`src/include/lin_regs_pkg.sv`:
```
// Register map, field positions and reset values of the LIN/UART register set
package lin_regs_pkg;
	localparam logic [7:0] OFF_STATUS   = 8'hc9;
	localparam logic [7:0] OFF_IRQ_EN   = 8'hca;
	localparam logic [7:0] OFF_ERROR    = 8'hcb;
	localparam logic [7:0] OFF_TIMING   = 8'hcc;
	localparam logic [7:0] OFF_DIV_LOW  = 8'hcd;
	localparam logic [7:0] OFF_DIV_HIGH = 8'hce;
	localparam logic [7:0] OFF_LENGTH   = 8'hcf;
	localparam logic [7:0] OFF_IDENT    = 8'hd0;
	localparam logic [7:0] OFF_SELECT   = 8'hd1;
	localparam logic [7:0] OFF_DATA     = 8'hd2;
	localparam logic [7:0] OFF_CONTROL  = 8'hc8;

	localparam int BIT_ERR  = 3;
	localparam int BIT_ID   = 2;
	localparam int BIT_TX   = 1;
	localparam int BIT_RX   = 0;
	localparam int BIT_RESYNC_OFF = 7;
	localparam int BIT_AUTOINC_OFF = 3;
	localparam int BIT_LEGACY = 6;
	localparam int BIT_UART   = 0;

	localparam logic [5:0] SAMPLES_RESET = 6'h20;
	localparam logic [5:0] SAMPLES_MIN   = 6'h08;
	localparam logic [3:0] BYTES_MAX     = 4'h8;
	localparam logic [3:0] LEN_TWO       = 4'h2;
	localparam logic [3:0] LEN_FOUR      = 4'h4;
	localparam logic [3:0] LEN_EIGHT     = 4'h8;
	localparam logic [7:0] BYTE_ZERO     = 8'h00;
	localparam int BUF_DEPTH = 8;

	typedef enum logic [1:0]
	{
		LEN_CODE_2A = 2'b00,
		LEN_CODE_2B = 2'b01,
		LEN_CODE_4  = 2'b10,
		LEN_CODE_8  = 2'b11
	} legacy_len_e;

	// Error events from the protocol engine, one bit per flag, bit 7 down to 0
	typedef struct packed
	{
		logic abortFlag;
		logic frameTimeoutFlag;
		logic overrunFlag;
		logic framingFlag;
		logic syncErrorFlag;
		logic parityErrorFlag;
		logic checksumErrorFlag;
		logic bitErrorFlag;
	} err_events_s;

	// Completion events from the protocol engine
	typedef struct packed
	{
		logic identOk;
		logic txDone;
		logic rxDone;
	} done_events_s;

	// Timing settings handed to the engine
	typedef struct packed
	{
		logic       resyncEnable;
		logic [5:0] samplesPerBit;
		logic       sampleTick;
	} timing_s;
endpackage

```
`src/core/lin_uart_register_set.sv`:
```
// Register set of the LIN/UART controller with baud tick and response buffer
//
// The strobed register port was chosen for this implementation.
`timescale 1ns/1ps

// Functional notes
// - Error interrupt forwarded only when enable bit 3 set.
// - Identifier interrupt forwarded only when enable bit 2 set.
// - Transmit-done interrupt forwarded only when enable bit 1 set.
// - Receive-done interrupt forwarded only when enable bit 0 set.
// - Error bit 7 set on abort command, zero otherwise.
// - Error bits 6,5,4: frame timeout, overrun, framing.
// - Error bits 3..0: sync, parity, checksum, bit error.
// - Clearing summary error flag clears all error flags; reset zero.
// - Timing bit 7 one disables resynchronisation; default zero enables.
// - Six-bit samples per bit, default 32, min 8, max 63.
// - Sample period lasts divider plus one clock cycles.
// - Revision 2.1 LIN mode transmit count from length bits 7:4, clamped to 8.
// - Revision 2.1 LIN mode receive count from length bits 3:0, clamped to 8.
// - Revision 1.3 length code: 00/01 two, 10 four, 11 eight bytes.
// - Revision 1.3 identifier is bits 3:0.
// - Revision 2.1 identifier is bits 5:0, no length.
// - LIN mode select bit 3 zero auto-increments index, one holds it.
// - LIN mode index bits 2:0 choose buffer byte for data port.
// - UART mode data port is one unbuffered byte; LIN mode buffer port.
// - Summary error flag is OR of error flags, cleared by writing one.
// - Status flags raise controller interrupt when enabled.
// - Control bit 6 selects revision 1.3; zero selects 2.1.
module lin_uart_register_set
(
	// Clock and reset
	input  wire logic                        clock,
	input  wire logic                        rst_b,
	// Register port
	input  wire logic [7:0]                  regAddr,
	input  wire logic [7:0]                  regWrData,
	input  wire logic                        regWrStrobe,
	input  wire logic                        regRdStrobe,
	output logic      [7:0]                  regRdData,
	// Protocol engine events
	input  wire lin_regs_pkg::err_events_s   errEvents,
	input  wire lin_regs_pkg::done_events_s  doneEvents,
	input  wire logic                        uartRxValid,
	input  wire logic [7:0]                  uartRxByte,
	input  wire logic                        respWrValid,
	input  wire logic [2:0]                  respWrIndex,
	input  wire logic [7:0]                  respWrByte,
	input  wire logic [2:0]                  respRdIndex,
	// Configuration toward the engine
	output lin_regs_pkg::timing_s            timing,
	output logic                             uartMode,
	output logic                             legacyRevision,
	output logic      [3:0]                  txByteCount,
	output logic      [3:0]                  rxByteCount,
	output logic      [5:0]                  identValue,
	output logic      [7:0]                  respRdByte,
	output logic      [7:0]                  uartTxByte,
	output logic                             uartTxLoad,
	// Controller interrupt
	output logic                             irq
);
	logic [7:0]  controlQ;
	logic [3:0]  irqEnQ;
	logic [7:0]  errQ;
	logic        idOkQ;
	logic        txDoneQ;
	logic        rxDoneQ;
	logic        resyncOffQ;
	logic [5:0]  samplesQ;
	logic [11:0] divQ;
	logic [7:0]  lengthQ;
	logic [7:0]  identQ;
	logic        autoIncOffQ;
	logic [2:0]  indexQ;
	logic [7:0]  uartRxQ;
	logic [7:0]  uartTxQ;
	logic        uartTxLoadQ;
	logic [7:0]  respBuf [lin_regs_pkg::BUF_DEPTH];
	logic [11:0] divCntQ;
	logic        tickQ;
	logic [7:0]  rdDataQ;
	logic        summaryErr;
	logic        errClear;
	logic        dataWr;
	logic        dataRd;
	logic [3:0]  legacyLen;
	logic [7:0]  statusView;
	logic [7:0]  rdMux;
	logic        wrControl;
	logic        wrStatus;
	logic        wrIrqEn;
	logic        wrTiming;
	logic        wrDivLow;
	logic        wrDivHigh;
	logic        wrLength;
	logic        wrIdent;
	logic        wrSelect;

	assign dataWr = regWrStrobe && (regAddr == lin_regs_pkg::OFF_DATA);
	assign dataRd = regRdStrobe && (regAddr == lin_regs_pkg::OFF_DATA);
	// One write enable per register keeps the address decode in one place
	assign wrControl = regWrStrobe && (regAddr == lin_regs_pkg::OFF_CONTROL);
	assign wrStatus  = regWrStrobe && (regAddr == lin_regs_pkg::OFF_STATUS);
	assign wrIrqEn   = regWrStrobe && (regAddr == lin_regs_pkg::OFF_IRQ_EN);
	assign wrTiming  = regWrStrobe && (regAddr == lin_regs_pkg::OFF_TIMING);
	assign wrDivLow  = regWrStrobe && (regAddr == lin_regs_pkg::OFF_DIV_LOW);
	assign wrDivHigh = regWrStrobe && (regAddr == lin_regs_pkg::OFF_DIV_HIGH);
	assign wrLength  = regWrStrobe && (regAddr == lin_regs_pkg::OFF_LENGTH);
	assign wrIdent   = regWrStrobe && (regAddr == lin_regs_pkg::OFF_IDENT);
	assign wrSelect  = regWrStrobe && (regAddr == lin_regs_pkg::OFF_SELECT);
	assign uartMode = controlQ[lin_regs_pkg::BIT_UART];
	assign legacyRevision = controlQ[lin_regs_pkg::BIT_LEGACY];
	assign summaryErr = |errQ;
	// Write-one on the summary flag, or a UART data read, wipes the error set
	assign errClear = (wrStatus && regWrData[lin_regs_pkg::BIT_ERR])
		|| (dataRd && uartMode);

	// Control register: bit 6 revision, bit 0 UART mode
	always_ff @(posedge clock)
	begin
		if (!rst_b)
			controlQ <= lin_regs_pkg::BYTE_ZERO;
		else if (wrControl)
			controlQ <= regWrData;
	end

	// Interrupt enables; upper bits are not stored, so they read zero
	always_ff @(posedge clock)
	begin
		if (!rst_b)
			irqEnQ <= 4'h0;
		else if (wrIrqEn)
			irqEnQ <= regWrData[3:0];
	end

	// Error flags: a new event outweighs a clear in the same cycle
	always_ff @(posedge clock)
	begin
		if (!rst_b)
			errQ <= lin_regs_pkg::BYTE_ZERO;
		else
			errQ <= (errClear ? lin_regs_pkg::BYTE_ZERO : errQ) | errEvents;
	end

	always_ff @(posedge clock)
	begin
		if (!rst_b)
		begin
			idOkQ   <= 1'b0;
			txDoneQ <= 1'b0;
			rxDoneQ <= 1'b0;
		end
		else
		begin
			if (doneEvents.identOk)
				idOkQ <= 1'b1;
			else if (wrStatus && regWrData[lin_regs_pkg::BIT_ID])
				idOkQ <= 1'b0;
			if (doneEvents.txDone)
				txDoneQ <= 1'b1;
			else if ((wrStatus && regWrData[lin_regs_pkg::BIT_TX])
				|| (dataWr && uartMode))
				txDoneQ <= 1'b0;
			if (doneEvents.rxDone)
				rxDoneQ <= 1'b1;
			else if ((wrStatus && regWrData[lin_regs_pkg::BIT_RX])
				|| (dataRd && uartMode))
				rxDoneQ <= 1'b0;
		end
	end

	// Interrupt output is registered so it never glitches
	always_ff @(posedge clock)
	begin
		if (!rst_b)
			irq <= 1'b0;
		else
			irq <= (summaryErr && irqEnQ[lin_regs_pkg::BIT_ERR])
				|| (idOkQ && irqEnQ[lin_regs_pkg::BIT_ID])
				|| (txDoneQ && irqEnQ[lin_regs_pkg::BIT_TX])
				|| (rxDoneQ && irqEnQ[lin_regs_pkg::BIT_RX]);
	end

	// Bit timing; samples field writable at any time, provided the value is at least the minimum
	always_ff @(posedge clock)
	begin
		if (!rst_b)
		begin
			resyncOffQ <= 1'b0;
			samplesQ   <= lin_regs_pkg::SAMPLES_RESET;
		end
		else if (wrTiming)
		begin
			resyncOffQ <= regWrData[lin_regs_pkg::BIT_RESYNC_OFF];
			// Below the minimum the samples value is refused to keep sampling sane
			if (regWrData[5:0] >= lin_regs_pkg::SAMPLES_MIN)
				samplesQ <= regWrData[5:0];
		end
	end

	// Halves land separately; no shadow, so the tick follows each half at once
	always_ff @(posedge clock)
	begin
		if (!rst_b)
			divQ <= 12'h000;
		else if (wrDivLow)
			divQ[7:0] <= regWrData;
		else if (wrDivHigh)
			divQ[11:8] <= regWrData[3:0];
	end

	// Sample tick every divider+1 cycles
	always_ff @(posedge clock)
	begin
		if (!rst_b)
		begin
			divCntQ <= 12'h000;
			tickQ   <= 1'b0;
		end
		else if (divCntQ >= divQ)
		begin
			divCntQ <= 12'h000;
			tickQ   <= 1'b1;
		end
		else
		begin
			divCntQ <= divCntQ + 12'h001;
			tickQ   <= 1'b0;
		end
	end

	assign timing.resyncEnable  = ~resyncOffQ;
	assign timing.samplesPerBit = samplesQ;
	assign timing.sampleTick    = tickQ;

	always_ff @(posedge clock)
	begin
		if (!rst_b)
			lengthQ <= lin_regs_pkg::BYTE_ZERO;
		else if (wrLength)
			lengthQ <= regWrData;
	end

	always_comb
	begin
		unique case (lin_regs_pkg::legacy_len_e'(identQ[5:4]))
			lin_regs_pkg::LEN_CODE_2A: legacyLen = lin_regs_pkg::LEN_TWO;
			lin_regs_pkg::LEN_CODE_2B: legacyLen = lin_regs_pkg::LEN_TWO;
			lin_regs_pkg::LEN_CODE_4:  legacyLen = lin_regs_pkg::LEN_FOUR;
			lin_regs_pkg::LEN_CODE_8:  legacyLen = lin_regs_pkg::LEN_EIGHT;
		endcase
	end

	// Counts are zero in UART mode, where the fields mean nothing
	always_comb
	begin
		txByteCount = 4'h0;
		rxByteCount = 4'h0;
		if (!uartMode && legacyRevision)
		begin
			txByteCount = legacyLen;
			rxByteCount = legacyLen;
		end
		else if (!uartMode)
		begin
			txByteCount = (lengthQ[7:4] > lin_regs_pkg::BYTES_MAX)
				? lin_regs_pkg::BYTES_MAX : lengthQ[7:4];
			rxByteCount = (lengthQ[3:0] > lin_regs_pkg::BYTES_MAX)
				? lin_regs_pkg::BYTES_MAX : lengthQ[3:0];
		end
	end

	// Parity bits come from the engine, so they are not stored here
	always_ff @(posedge clock)
	begin
		if (!rst_b)
			identQ <= lin_regs_pkg::BYTE_ZERO;
		else if (wrIdent)
			identQ <= {2'b00, regWrData[5:0]};
	end

	assign identValue = legacyRevision ? {2'b00, identQ[3:0]}
		: identQ[5:0];

	// Buffer select and index stepping
	always_ff @(posedge clock)
	begin
		if (!rst_b)
		begin
			autoIncOffQ <= 1'b0;
			indexQ      <= 3'h0;
		end
		else if (wrSelect)
		begin
			autoIncOffQ <= regWrData[lin_regs_pkg::BIT_AUTOINC_OFF];
			indexQ      <= regWrData[2:0];
		end
		else if ((dataWr || dataRd) && !uartMode && !autoIncOffQ)
			indexQ <= indexQ + 3'h1;
	end

	// Response buffer: software port wins over the engine on a shared cycle
	always_ff @(posedge clock)
	begin
		if (dataWr && !uartMode)
			respBuf[indexQ] <= regWrData;
		else if (respWrValid)
			respBuf[respWrIndex] <= respWrByte;
	end

	// Engine read port, one cycle latency like the software port
	always_ff @(posedge clock)
	begin
		if (!rst_b)
			respRdByte <= lin_regs_pkg::BYTE_ZERO;
		else
			respRdByte <= respBuf[respRdIndex];
	end

	// UART single byte registers, no buffering
	always_ff @(posedge clock)
	begin
		if (!rst_b)
		begin
			uartRxQ     <= lin_regs_pkg::BYTE_ZERO;
			uartTxQ     <= lin_regs_pkg::BYTE_ZERO;
			uartTxLoadQ <= 1'b0;
		end
		else
		begin
			if (uartRxValid)
				uartRxQ <= uartRxByte;
			uartTxLoadQ <= dataWr && uartMode;
			if (dataWr && uartMode)
				uartTxQ <= regWrData;
		end
	end

	assign uartTxByte = uartTxQ;
	assign uartTxLoad = uartTxLoadQ;

	assign statusView = {4'h0, summaryErr, idOkQ, txDoneQ, rxDoneQ};

	always_comb
	begin
		unique case (regAddr)
			lin_regs_pkg::OFF_CONTROL:  rdMux = controlQ;
			lin_regs_pkg::OFF_STATUS:   rdMux = statusView;
			lin_regs_pkg::OFF_IRQ_EN:   rdMux = {4'h0, irqEnQ};
			lin_regs_pkg::OFF_ERROR:    rdMux = errQ;
			lin_regs_pkg::OFF_TIMING:   rdMux = {resyncOffQ, 1'b0, samplesQ};
			lin_regs_pkg::OFF_DIV_LOW:  rdMux = divQ[7:0];
			lin_regs_pkg::OFF_DIV_HIGH: rdMux = {4'h0, divQ[11:8]};
			lin_regs_pkg::OFF_LENGTH:   rdMux = lengthQ;
			lin_regs_pkg::OFF_IDENT:    rdMux = identQ;
			lin_regs_pkg::OFF_SELECT:   rdMux = {4'h0, autoIncOffQ, indexQ};
			lin_regs_pkg::OFF_DATA:     rdMux = uartMode ? uartRxQ : respBuf[indexQ];
			default:                    rdMux = lin_regs_pkg::BYTE_ZERO;
		endcase
	end

	// Read data stands only in the cycle after the strobe
	always_ff @(posedge clock)
	begin
		if (!rst_b)
			rdDataQ <= lin_regs_pkg::BYTE_ZERO;
		else
			rdDataQ <= regRdStrobe ? rdMux : lin_regs_pkg::BYTE_ZERO;
	end

	assign regRdData = rdDataQ;
endmodule

```
`config.mk`:
```
export PLATFORM = sky130hd
export DESIGN_NAME = lin_uart_register_set
export DESIGN_NICKNAME = d
export VERILOG_FILES = /design/src/include/lin_regs_pkg.sv /design/src/core/lin_uart_register_set.sv
export SDC_FILE = /design/constraint.sdc
export NUM_CORES = 1
export LEC_CHECK = 0
export BUFFER_PORTS_ARGS = -buffer_cell sky130_fd_sc_hd__buf_2
export CORE_MARGIN = 1
export CORE_UTILIZATION = 25
export CTS_CLUSTER_DIAMETER = 150
export DETAILED_ROUTE_END_ITERATION = 10
export SETUP_SLACK_MARGIN = 0.1
export SYNTH_ARGS = -nofsm -noshare
export SYNTH_HDL_FRONTEND = slang
export SYNTH_SLANG_ARGS = --single-unit
```
`constraint.sdc`:
```
create_clock -name clock -period 2.8 [get_ports clock]
set_clock_uncertainty 0.2 [all_clocks]
set_input_delay 0.42 -clock clock [delete_from_list [all_inputs] [get_ports clock]]
set_output_delay 0.42 -clock clock [all_outputs]
set_load 0.005 [all_outputs]
```
==> key figures, run 1 <==
Detailed routing
  – Number of DRC markers after the initial detailed-route iteration: around 520
  – Number of nets still failing antenna checks after routing: 0
  – Number of detailed-route iterations in the first pass: 7
  – DR DRC count: 0
  – WL/cell: 19.06 um
  – Vias per std cell: 4.717
  – Via count: 6061
  – Final WL: 24490 um

Clock tree
  – Buffers inserted by post-CTS timing repair: 0
  – Library cell used as clock root buffer: clkbuf_16
  – Worst-case clock buffer depth: 2
  – Number of hold-repair buffers added at the cts stage: 10
  – CTS tree: yes
  – H-tree depth reported by CTS: 4
  – Sinks on Clock Net: 174
  – Total CTS buffers: 17
  – Clock-pin slew of the registers on the worst-case setup and hold paths: 0.07 ns
  – Clock latency on the worst-skew pair: 0.44 ns
  – Post-CTS resize count: 0

GRT
  – Pin count of the biggest net entering global routing: 31
  – Number of antenna violations at the first check in global routing: 1
  – Wire length of the first global-routing pass: 35740 um
  – Number of global-route vias before repair: 5792
  – Combined global-route utilization of all metal layers: 0.1460
  – Total gr overflow: 0

Critical path
  – RR Endpoint: respBuf[3][1]$_DFFE_PP_
  – Crit end category: flip-flop
  – Worst setup path class: in2reg
  – Register-to-register path setup slack: 0.35 ns
  – Cells on worst reg2reg path: 5
  – Highest fanout seen on the critical path: 8
  – Nature of the critical path startpoint: input port
  – Worst EP required: 2.66 ns
  – Worst R2R Start: controlQ[0]$_SDFFE_PN0P_
  – Endpoint arrival time on the critical path: around 2.3 ns

Floorplan
  – Effective utilization at floorplan: 0.2536
  – Chip Width: 183.4 um
  – Die H: 183.4 um
  – Core area: 0.03245 mm^2
  – IO Count: 105
  – Standard-cell rows: 66
  – Die area: 0.03365 mm^2

Place
  – Port buffer count: 104
  – Routability cong.: ~0.83
  – Post-placement setup slack: -0.1067 ns
  – HPWL Detailed: 17810 um

Synth
  – Post-synthesis instance area: 0.008230 mm^2
  – Cell count after synthesis: a little over 700
  – Share of the yosys chip area belonging to registers: 0.5011
  – Count of different cell masters after synthesis: 62
  – Number of enable-type register cells in the synthesized netlist: 64
  – Leading cell types by count after synthesis: nor2_1, dfxtp_1, mux2i_1, edfxtp_1, mux4_2
  – Share of the synthesized area in the top cell type: 0.2676
  – Synthesized netlist net count: 789
  – Top_reg_cell synth: dfxtp_1
  – Count of warnings emitted by yosys: 0
  – Async set-or-reset flop fraction in the synthesized netlist: 0
  – Synthesized area per cell: 11.43 um^2
  – Most frequent cell after synthesis: nor2_1
  – Top post-synthesis cells by area: dfxtp_1, edfxtp_1, mux2i_1, mux4_2, nor2_1
  – Top cell type by total area after synthesis: dfxtp_1
  – Flops & latches, synth: 174

Power and ir drop
  – Power density normalized to cell area: 551.6 mW/mm^2
  – VDD IR-drop max: ~0.36 mV
  – Static Leak: around 3.8 nW

STA
  – Maximum achievable frequency: 408.5 MHz
  – Final TNS setup: 0 ns
  – Final setup viols: 0
  – Final Critical Period: roughly 2.4 ns
  – Transition time at the pin with the least slew margin: approximately 0.90 ns
  – Worst setup margin: 0.3517 ns
  – Max transition margin: 0.3990
  – Setup repair after global routing missed its margin: no
  – Share of the cycle needed by the critical path after routing: 0.8744
  – Hold violation total from the final report: 0
  – Final-report max-slew violation count: 0

Cells and area
  – Area growth from synthesis to layout: 21.37%
  – Share of layout cells above drive strength 1: 0.2743
  – Total area of multi-input combinational cells: 0.003771 mm^2
  – Post-layout nets: between 800 and 900
  – Fill count: 3325
  – Footprint of the flip-flops and latches: 0.004124 mm^2

Job
  – Number of max-cap violations: 0

Hold path
  – Class of the worst hold path: in2reg
  – Hold Crit Depth: 3
  – Min-delay src: uartRxByte[3]
  – Worst hold path endpoint: uartRxQ[3]$_SDFFE_PN0P_

Status
  – Result of the run: completed
-- logic make-up after synthesis --
group           after synthesis  synth area share
mux                         133            0.2150
fa+ha+maj                    14           0.02128
compound gates               98           0.08361
xor+xnor                     12           0.01277
flops                       174            0.5011
simple gates                214            0.1256
buf+inv                      75           0.04074
-- flip-flops by register name, summed over array words and instances, names as in the netlist, 3 cells and up, named ones only --
signal	count
uartTxByte	8
divCntQ	12
irqEnQ	4
identQ	6
controlQ	8
regRdData	8
divQ	12
errQ	8
samplesQ	6
uartRxQ	8
indexQ	3
respRdByte	8
respBuf	64
lengthQ	8
-- how the worst max path moves through the flow --
| stage | startpoint | end | depth (start not counted) |
|---|---|---|---|
| 2_1_floorplan | regAddr[2] | respBuf[4][0]$_DFFE_PP_ | 7 |
| 3_3_place_gp | regAddr[3] | respBuf[6][1]$_DFFE_PP_ | 5 |
| 3_5_place_dp | regAddr[3] | respBuf[3][4]$_DFFE_PP_ | 6 |
| 4_1_cts | controlQ[0]$_SDFFE_PN0P_ | respBuf[6][2]$_DFFE_PP_ | 4 |
| 5_1_grt | controlQ[0]$_SDFFE_PN0P_ | respBuf[3][1]$_DFFE_PP_ | 5 |
| 6_report | regAddr[3] | respBuf[3][1]$_DFFE_PP_ | 6 |
-- metal layers --
layer	vias to the layer above	track usage	wire length (um)
li1	2858	-	-
met1	2953	0.1851	10650
met2	218	0.2356	11620
met3	32	0.04299	1692
met4	0	0.05100	532
met5	-	0	0
-- worst max-delay path: stages --
cell	delay, ns
buf_2	0.12
or3b_4	0.42
or3_1	0.41
nor2_1	0.11
a31oi_1	0.08
nor2_1	0.73
-- stage by stage --
step	cell area, um^2	utilization	hold WS, ns	instances	power, mW
global placement	9301	0.2866	0.2523	1242	3.156
floorplan	8230	-	0.2297	720	2.986
global route	9987	0.3077	0.01210	1284	5.679
CTS	9987	0.3077	0.005075	1284	5.559
detailed placement	9301	0.2866	0.2817	1242	3.158
finish	9990	0.3078	0.01584	1285	5.511
-- cell usage in the layout, fill, tap and decap left out, types with 4 or more instances in the layout --
master	netlist	routed
nor2_1	119	119
dfxtp_1	110	110
buf_2	13	104
mux2i_1	80	80
edfxtp_1	64	64
mux4_2	33	33
buf_4	6	29
a21oi_1	26	26
nand2_1	24	24
mux2_2	20	20
inv_1	19	19
clkbuf_16	0	17
nand3_1	15	15
ha_1	14	14
nand3b_1	10	10
a31oi_1	10	10
a22o_1	10	10
dlygate4sd3_1	0	10
o21ai_0	9	9
o21a_1	6	6
a32oi_1	6	6
xnor2_1	6	6
xor2_1	6	6
or3_1	5	5
nor3_1	5	5
nand2b_1	4	4
nor2b_1	4	4
o211ai_1	4	4
and3_1	4	4
inv_6	0	4
-- power by group --
group | total [mW] | leakage, nW | switching, mW | internal (mW)
clock | 2.40 | 0.281 | 1.07 | 1.33
combinational | 0.394 | 2.05 | 0.226 | 0.168
sequential | 2.72 | 1.47 | 0.0350 | 2.68
total | 5.51 | 3.81 | 1.33 | 4.18
-- cell type report --
class / count / area share
inverter: 20 / 0.007515
timing repair buffer: 145 / 0.08793
clock buffer: 18 / 0.04296
clock inverter: 14 / 0.01566
multi-input combinational: 471 / 0.3775
tap: 442 / 0.05536
antenna: 1 / 0.0002505
sequential: 174 / 0.4128
No activity file was read; power rests on OpenSTA's default activity.
==> run 2, diff against run 1 <==
Settings changed: MAX_ROUTING_LAYER from default to met4, TNS_END_PERCENT from default to 5.
==> run 2 against run 1 <==
Global-route usage grew 0.44 points. Via count grew 0.46%. Utilization is the same. Setup slack gained 0.022 ns. Count of clock-buffer cells in the layout is the same. Final cell count is the same. First-iteration DRC count shrank 5.6%. Clock power is essentially flat. Hold slack gained 0.0026 ns. Wire length shrank 0.31%. Register-to-register slack gained 0.03 ns. Combinational power is essentially flat.
==> key figures, run 2 (synthesis results as in run 1) <==
Critical path
  – Cell repeated most along the worst path: nor2_1
  – CP max stage delay: 0.71 ns
  – Worst R2R Start: controlQ[0]$_SDFFE_PN0P_
  – Worst EP required: about 2.7 ns
  – Crit end category: flip-flop
  – Register-to-register path setup slack: 0.38 ns
  – Endpoint arrival time on the critical path: 2.29 ns
  – Highest fanout seen on the critical path: 8
  – Sum of buffers and inverters on the critical path: 1
  – Worst setup path class: in2reg
  – Cells on worst reg2reg path: 5
  – Cell-by-cell trace of the critical path: buf_2, or3b_4, or3_1, nor2_1, a31oi_1, nor2_1
  – Cell with the largest stage delay on the worst path: nor2_1
  – RR Endpoint: respBuf[3][7]$_DFFE_PP_
  – Worst path top cell family by delay: simple AND/OR/NAND/NOR gates
  – Nature of the critical path startpoint: input port

Floorplan
  – Die H: 183.4 um
  – Chip Width: between 150 and 200 um
  – IO Count: 105
  – Standard-cell rows: 66
  – Core area: ~0.032 mm^2
  – Die area: 0.03365 mm^2
  – Effective utilization at floorplan: 0.2536

STA
  – Maximum achievable frequency: 412.1 MHz
  – Share of the cycle needed by the critical path after routing: 0.8666
  – Worst setup margin: between 0.3 and 0.4 ns
  – Final TNS setup: 0 ns
  – Transition time at the pin with the least slew margin: 0.8731 ns
  – Max transition margin: 0.4158
  – Final Critical Period: 2.426 ns
  – Final-report max-slew violation count: 0
  – Final setup viols: 0
  – Worst hold slack across all endpoints: 0.01839 ns
  – Setup repair after global routing missed its margin: no
  – Hold violation total from the final report: 0

Power and ir drop
  – VDD IR-drop max: 0.3607 mV
  – Portion of total power attributed to the clock network: 0.435
  – Switching power summed over all nets: 1.326 mW
  – Static Leak: 3.808 nW
  – Sequential group share of total power: 0.494
  – Power density normalized to cell area: around 550 mW/mm^2
  – Design internal power: between 4 and 5 mW
  – Switching share of total power: 0.2407
  – Combinational cell fraction of total power: 0.071

GRT
  – Combined global-route utilization of all metal layers: 0.1505
  – Number of global-route vias before repair: around 5800
  – Number of antenna violations at the first check in global routing: 1
  – Total gr overflow: 0
  – Wire length of the first global-routing pass: 35760 um
  – Pin count of the biggest net entering global routing: 31

Clock tree
  – CTS tree: yes
  – Clock latency on the worst-skew pair: 0.44 ns
  – Clock-pin slew of the registers on the worst-case setup and hold paths: 0.07 ns
  – Worst-case clock buffer depth: 2
  – Total CTS buffers: 17
  – Sinks on Clock Net: between 150 and 200
  – Buffers inserted by post-CTS timing repair: 0
  – Library cell used as clock root buffer: clkbuf_16
  – Post-CTS resize count: 0
  – Number of hold-repair buffers added at the cts stage: 10
  – H-tree depth reported by CTS: 4

Place
  – HPWL Detailed: 17810 um
  – Post-placement setup slack: -0.1067 ns
  – Area of placed instances: 0.009301 mm^2
  – Routability cong.: 0.8403
  – Port buffer count: about 100

Detailed routing
  – WL/cell: 19.00 um
  – Number of nets still failing antenna checks after routing: 0
  – DR DRC count: 0
  – Number of detailed-route iterations in the first pass: 7
  – Vias per std cell: 4.739
  – Via count: 6089
  – Number of DRC markers after the initial detailed-route iteration: a little under 500
  – Final WL: 24410 um

Cells and area
  – Post-layout nets: 898
  – Final Cell Area: 0.009990 mm^2
  – Most common cell after layout, fill and taps aside: nor2_1
  – Area growth from synthesis to layout: 21.37%
  – Fill count: 3325
  – Reg with most FFs: respBuf
  – Top flop regs: respBuf: 64 flops, divCntQ: 12 flops, divQ: 12 flops
  – Most frequent cells in the layout: nor2_1, dfxtp_1, buf_2
  – Share of layout cells above drive strength 1: 0.2743
  – Number of flip-flops in the largest register: 64

Job
  – Number of max-cap violations: 0

Status
  – Result of the run: completed

Hold path
  – Min-delay src: uartRxByte[3]
  – Worst hold path endpoint: uartRxQ[3]$_SDFFE_PN0P_
  – Class of the worst hold path: in2reg
  – Hold Crit Depth: 3
run 2: cell counts in the layout (fill, tap and decap cells not counted):
Identical to the previous run, type by type.
run 2: how the worst max path moves through the flow:
stage	start	end	slack (ns)	depth (start not counted)
finish	regAddr[3]	respBuf[3][7]$_DFFE_PP_	0.37	6
global route	controlQ[0]$_SDFFE_PN0P_	respBuf[3][1]$_DFFE_PP_	0.25	5
global placement	regAddr[3]	respBuf[6][1]$_DFFE_PP_	-0.02	5
floorplan	regAddr[2]	respBuf[4][0]$_DFFE_PP_	0.21	7
CTS	controlQ[0]$_SDFFE_PN0P_	respBuf[6][2]$_DFFE_PP_	0.36	4
detailed placement	regAddr[3]	respBuf[3][4]$_DFFE_PP_	-0.11	6
run 2: power by group through the flow:
stage	Sequential (mW)	Clock, mW	Combinational, mW
after floorplan	2.76	0	0.227
after global placement	2.77	0	0.381
after detailed placement	2.77	0	0.383
after CTS	2.72	2.44	0.396
after global routing	2.72	2.54	0.424
final	2.72	2.40	0.393
run 2: worst register-to-register path, stage by stage (launching register included):
cell       delay, ns
dfxtp_1         0.31
nand4bb_1       0.23
or3_1           0.40
nor2_1          0.11
a31oi_1         0.08
nor2_1          0.71
run 2: cell type report:
class / count / area [um^2] / area share
clock inverters: 14 / 156.4 / 0.01566
repair buffers: 145 / 878.3 / 0.08793
inverters: 20 / 75.07 / 0.007515
diodes: 1 / 2.502 / 0.0002505
flip-flops and latches: 174 / 4124 / 0.4128
well taps: 442 / 553.0 / 0.05536
clock buffers: 18 / 429.2 / 0.04296
multi-input cells: 471 / 3771 / 0.3775
run 2: routing by layer:
metal  vias to the layer above  global-route usage  routed length (um)
met1                      2985              0.1866               10460
li1                       2858                   -                   -
met3                        27             0.04259                1774
met2                       219              0.2353               11700
met4                         0             0.04900                 479
met5                         -                   -                   0
run 2: through the flow:
stage          utilization  total power, mW  cells
2_1_floorplan            -            2.986    720
3_3_place_gp        0.2866            3.156   1242
3_5_place_dp        0.2866            3.158   1242
4_1_cts             0.3077            5.559   1284
5_1_grt             0.3078            5.682   1285
6_report            0.3078            5.509   1285
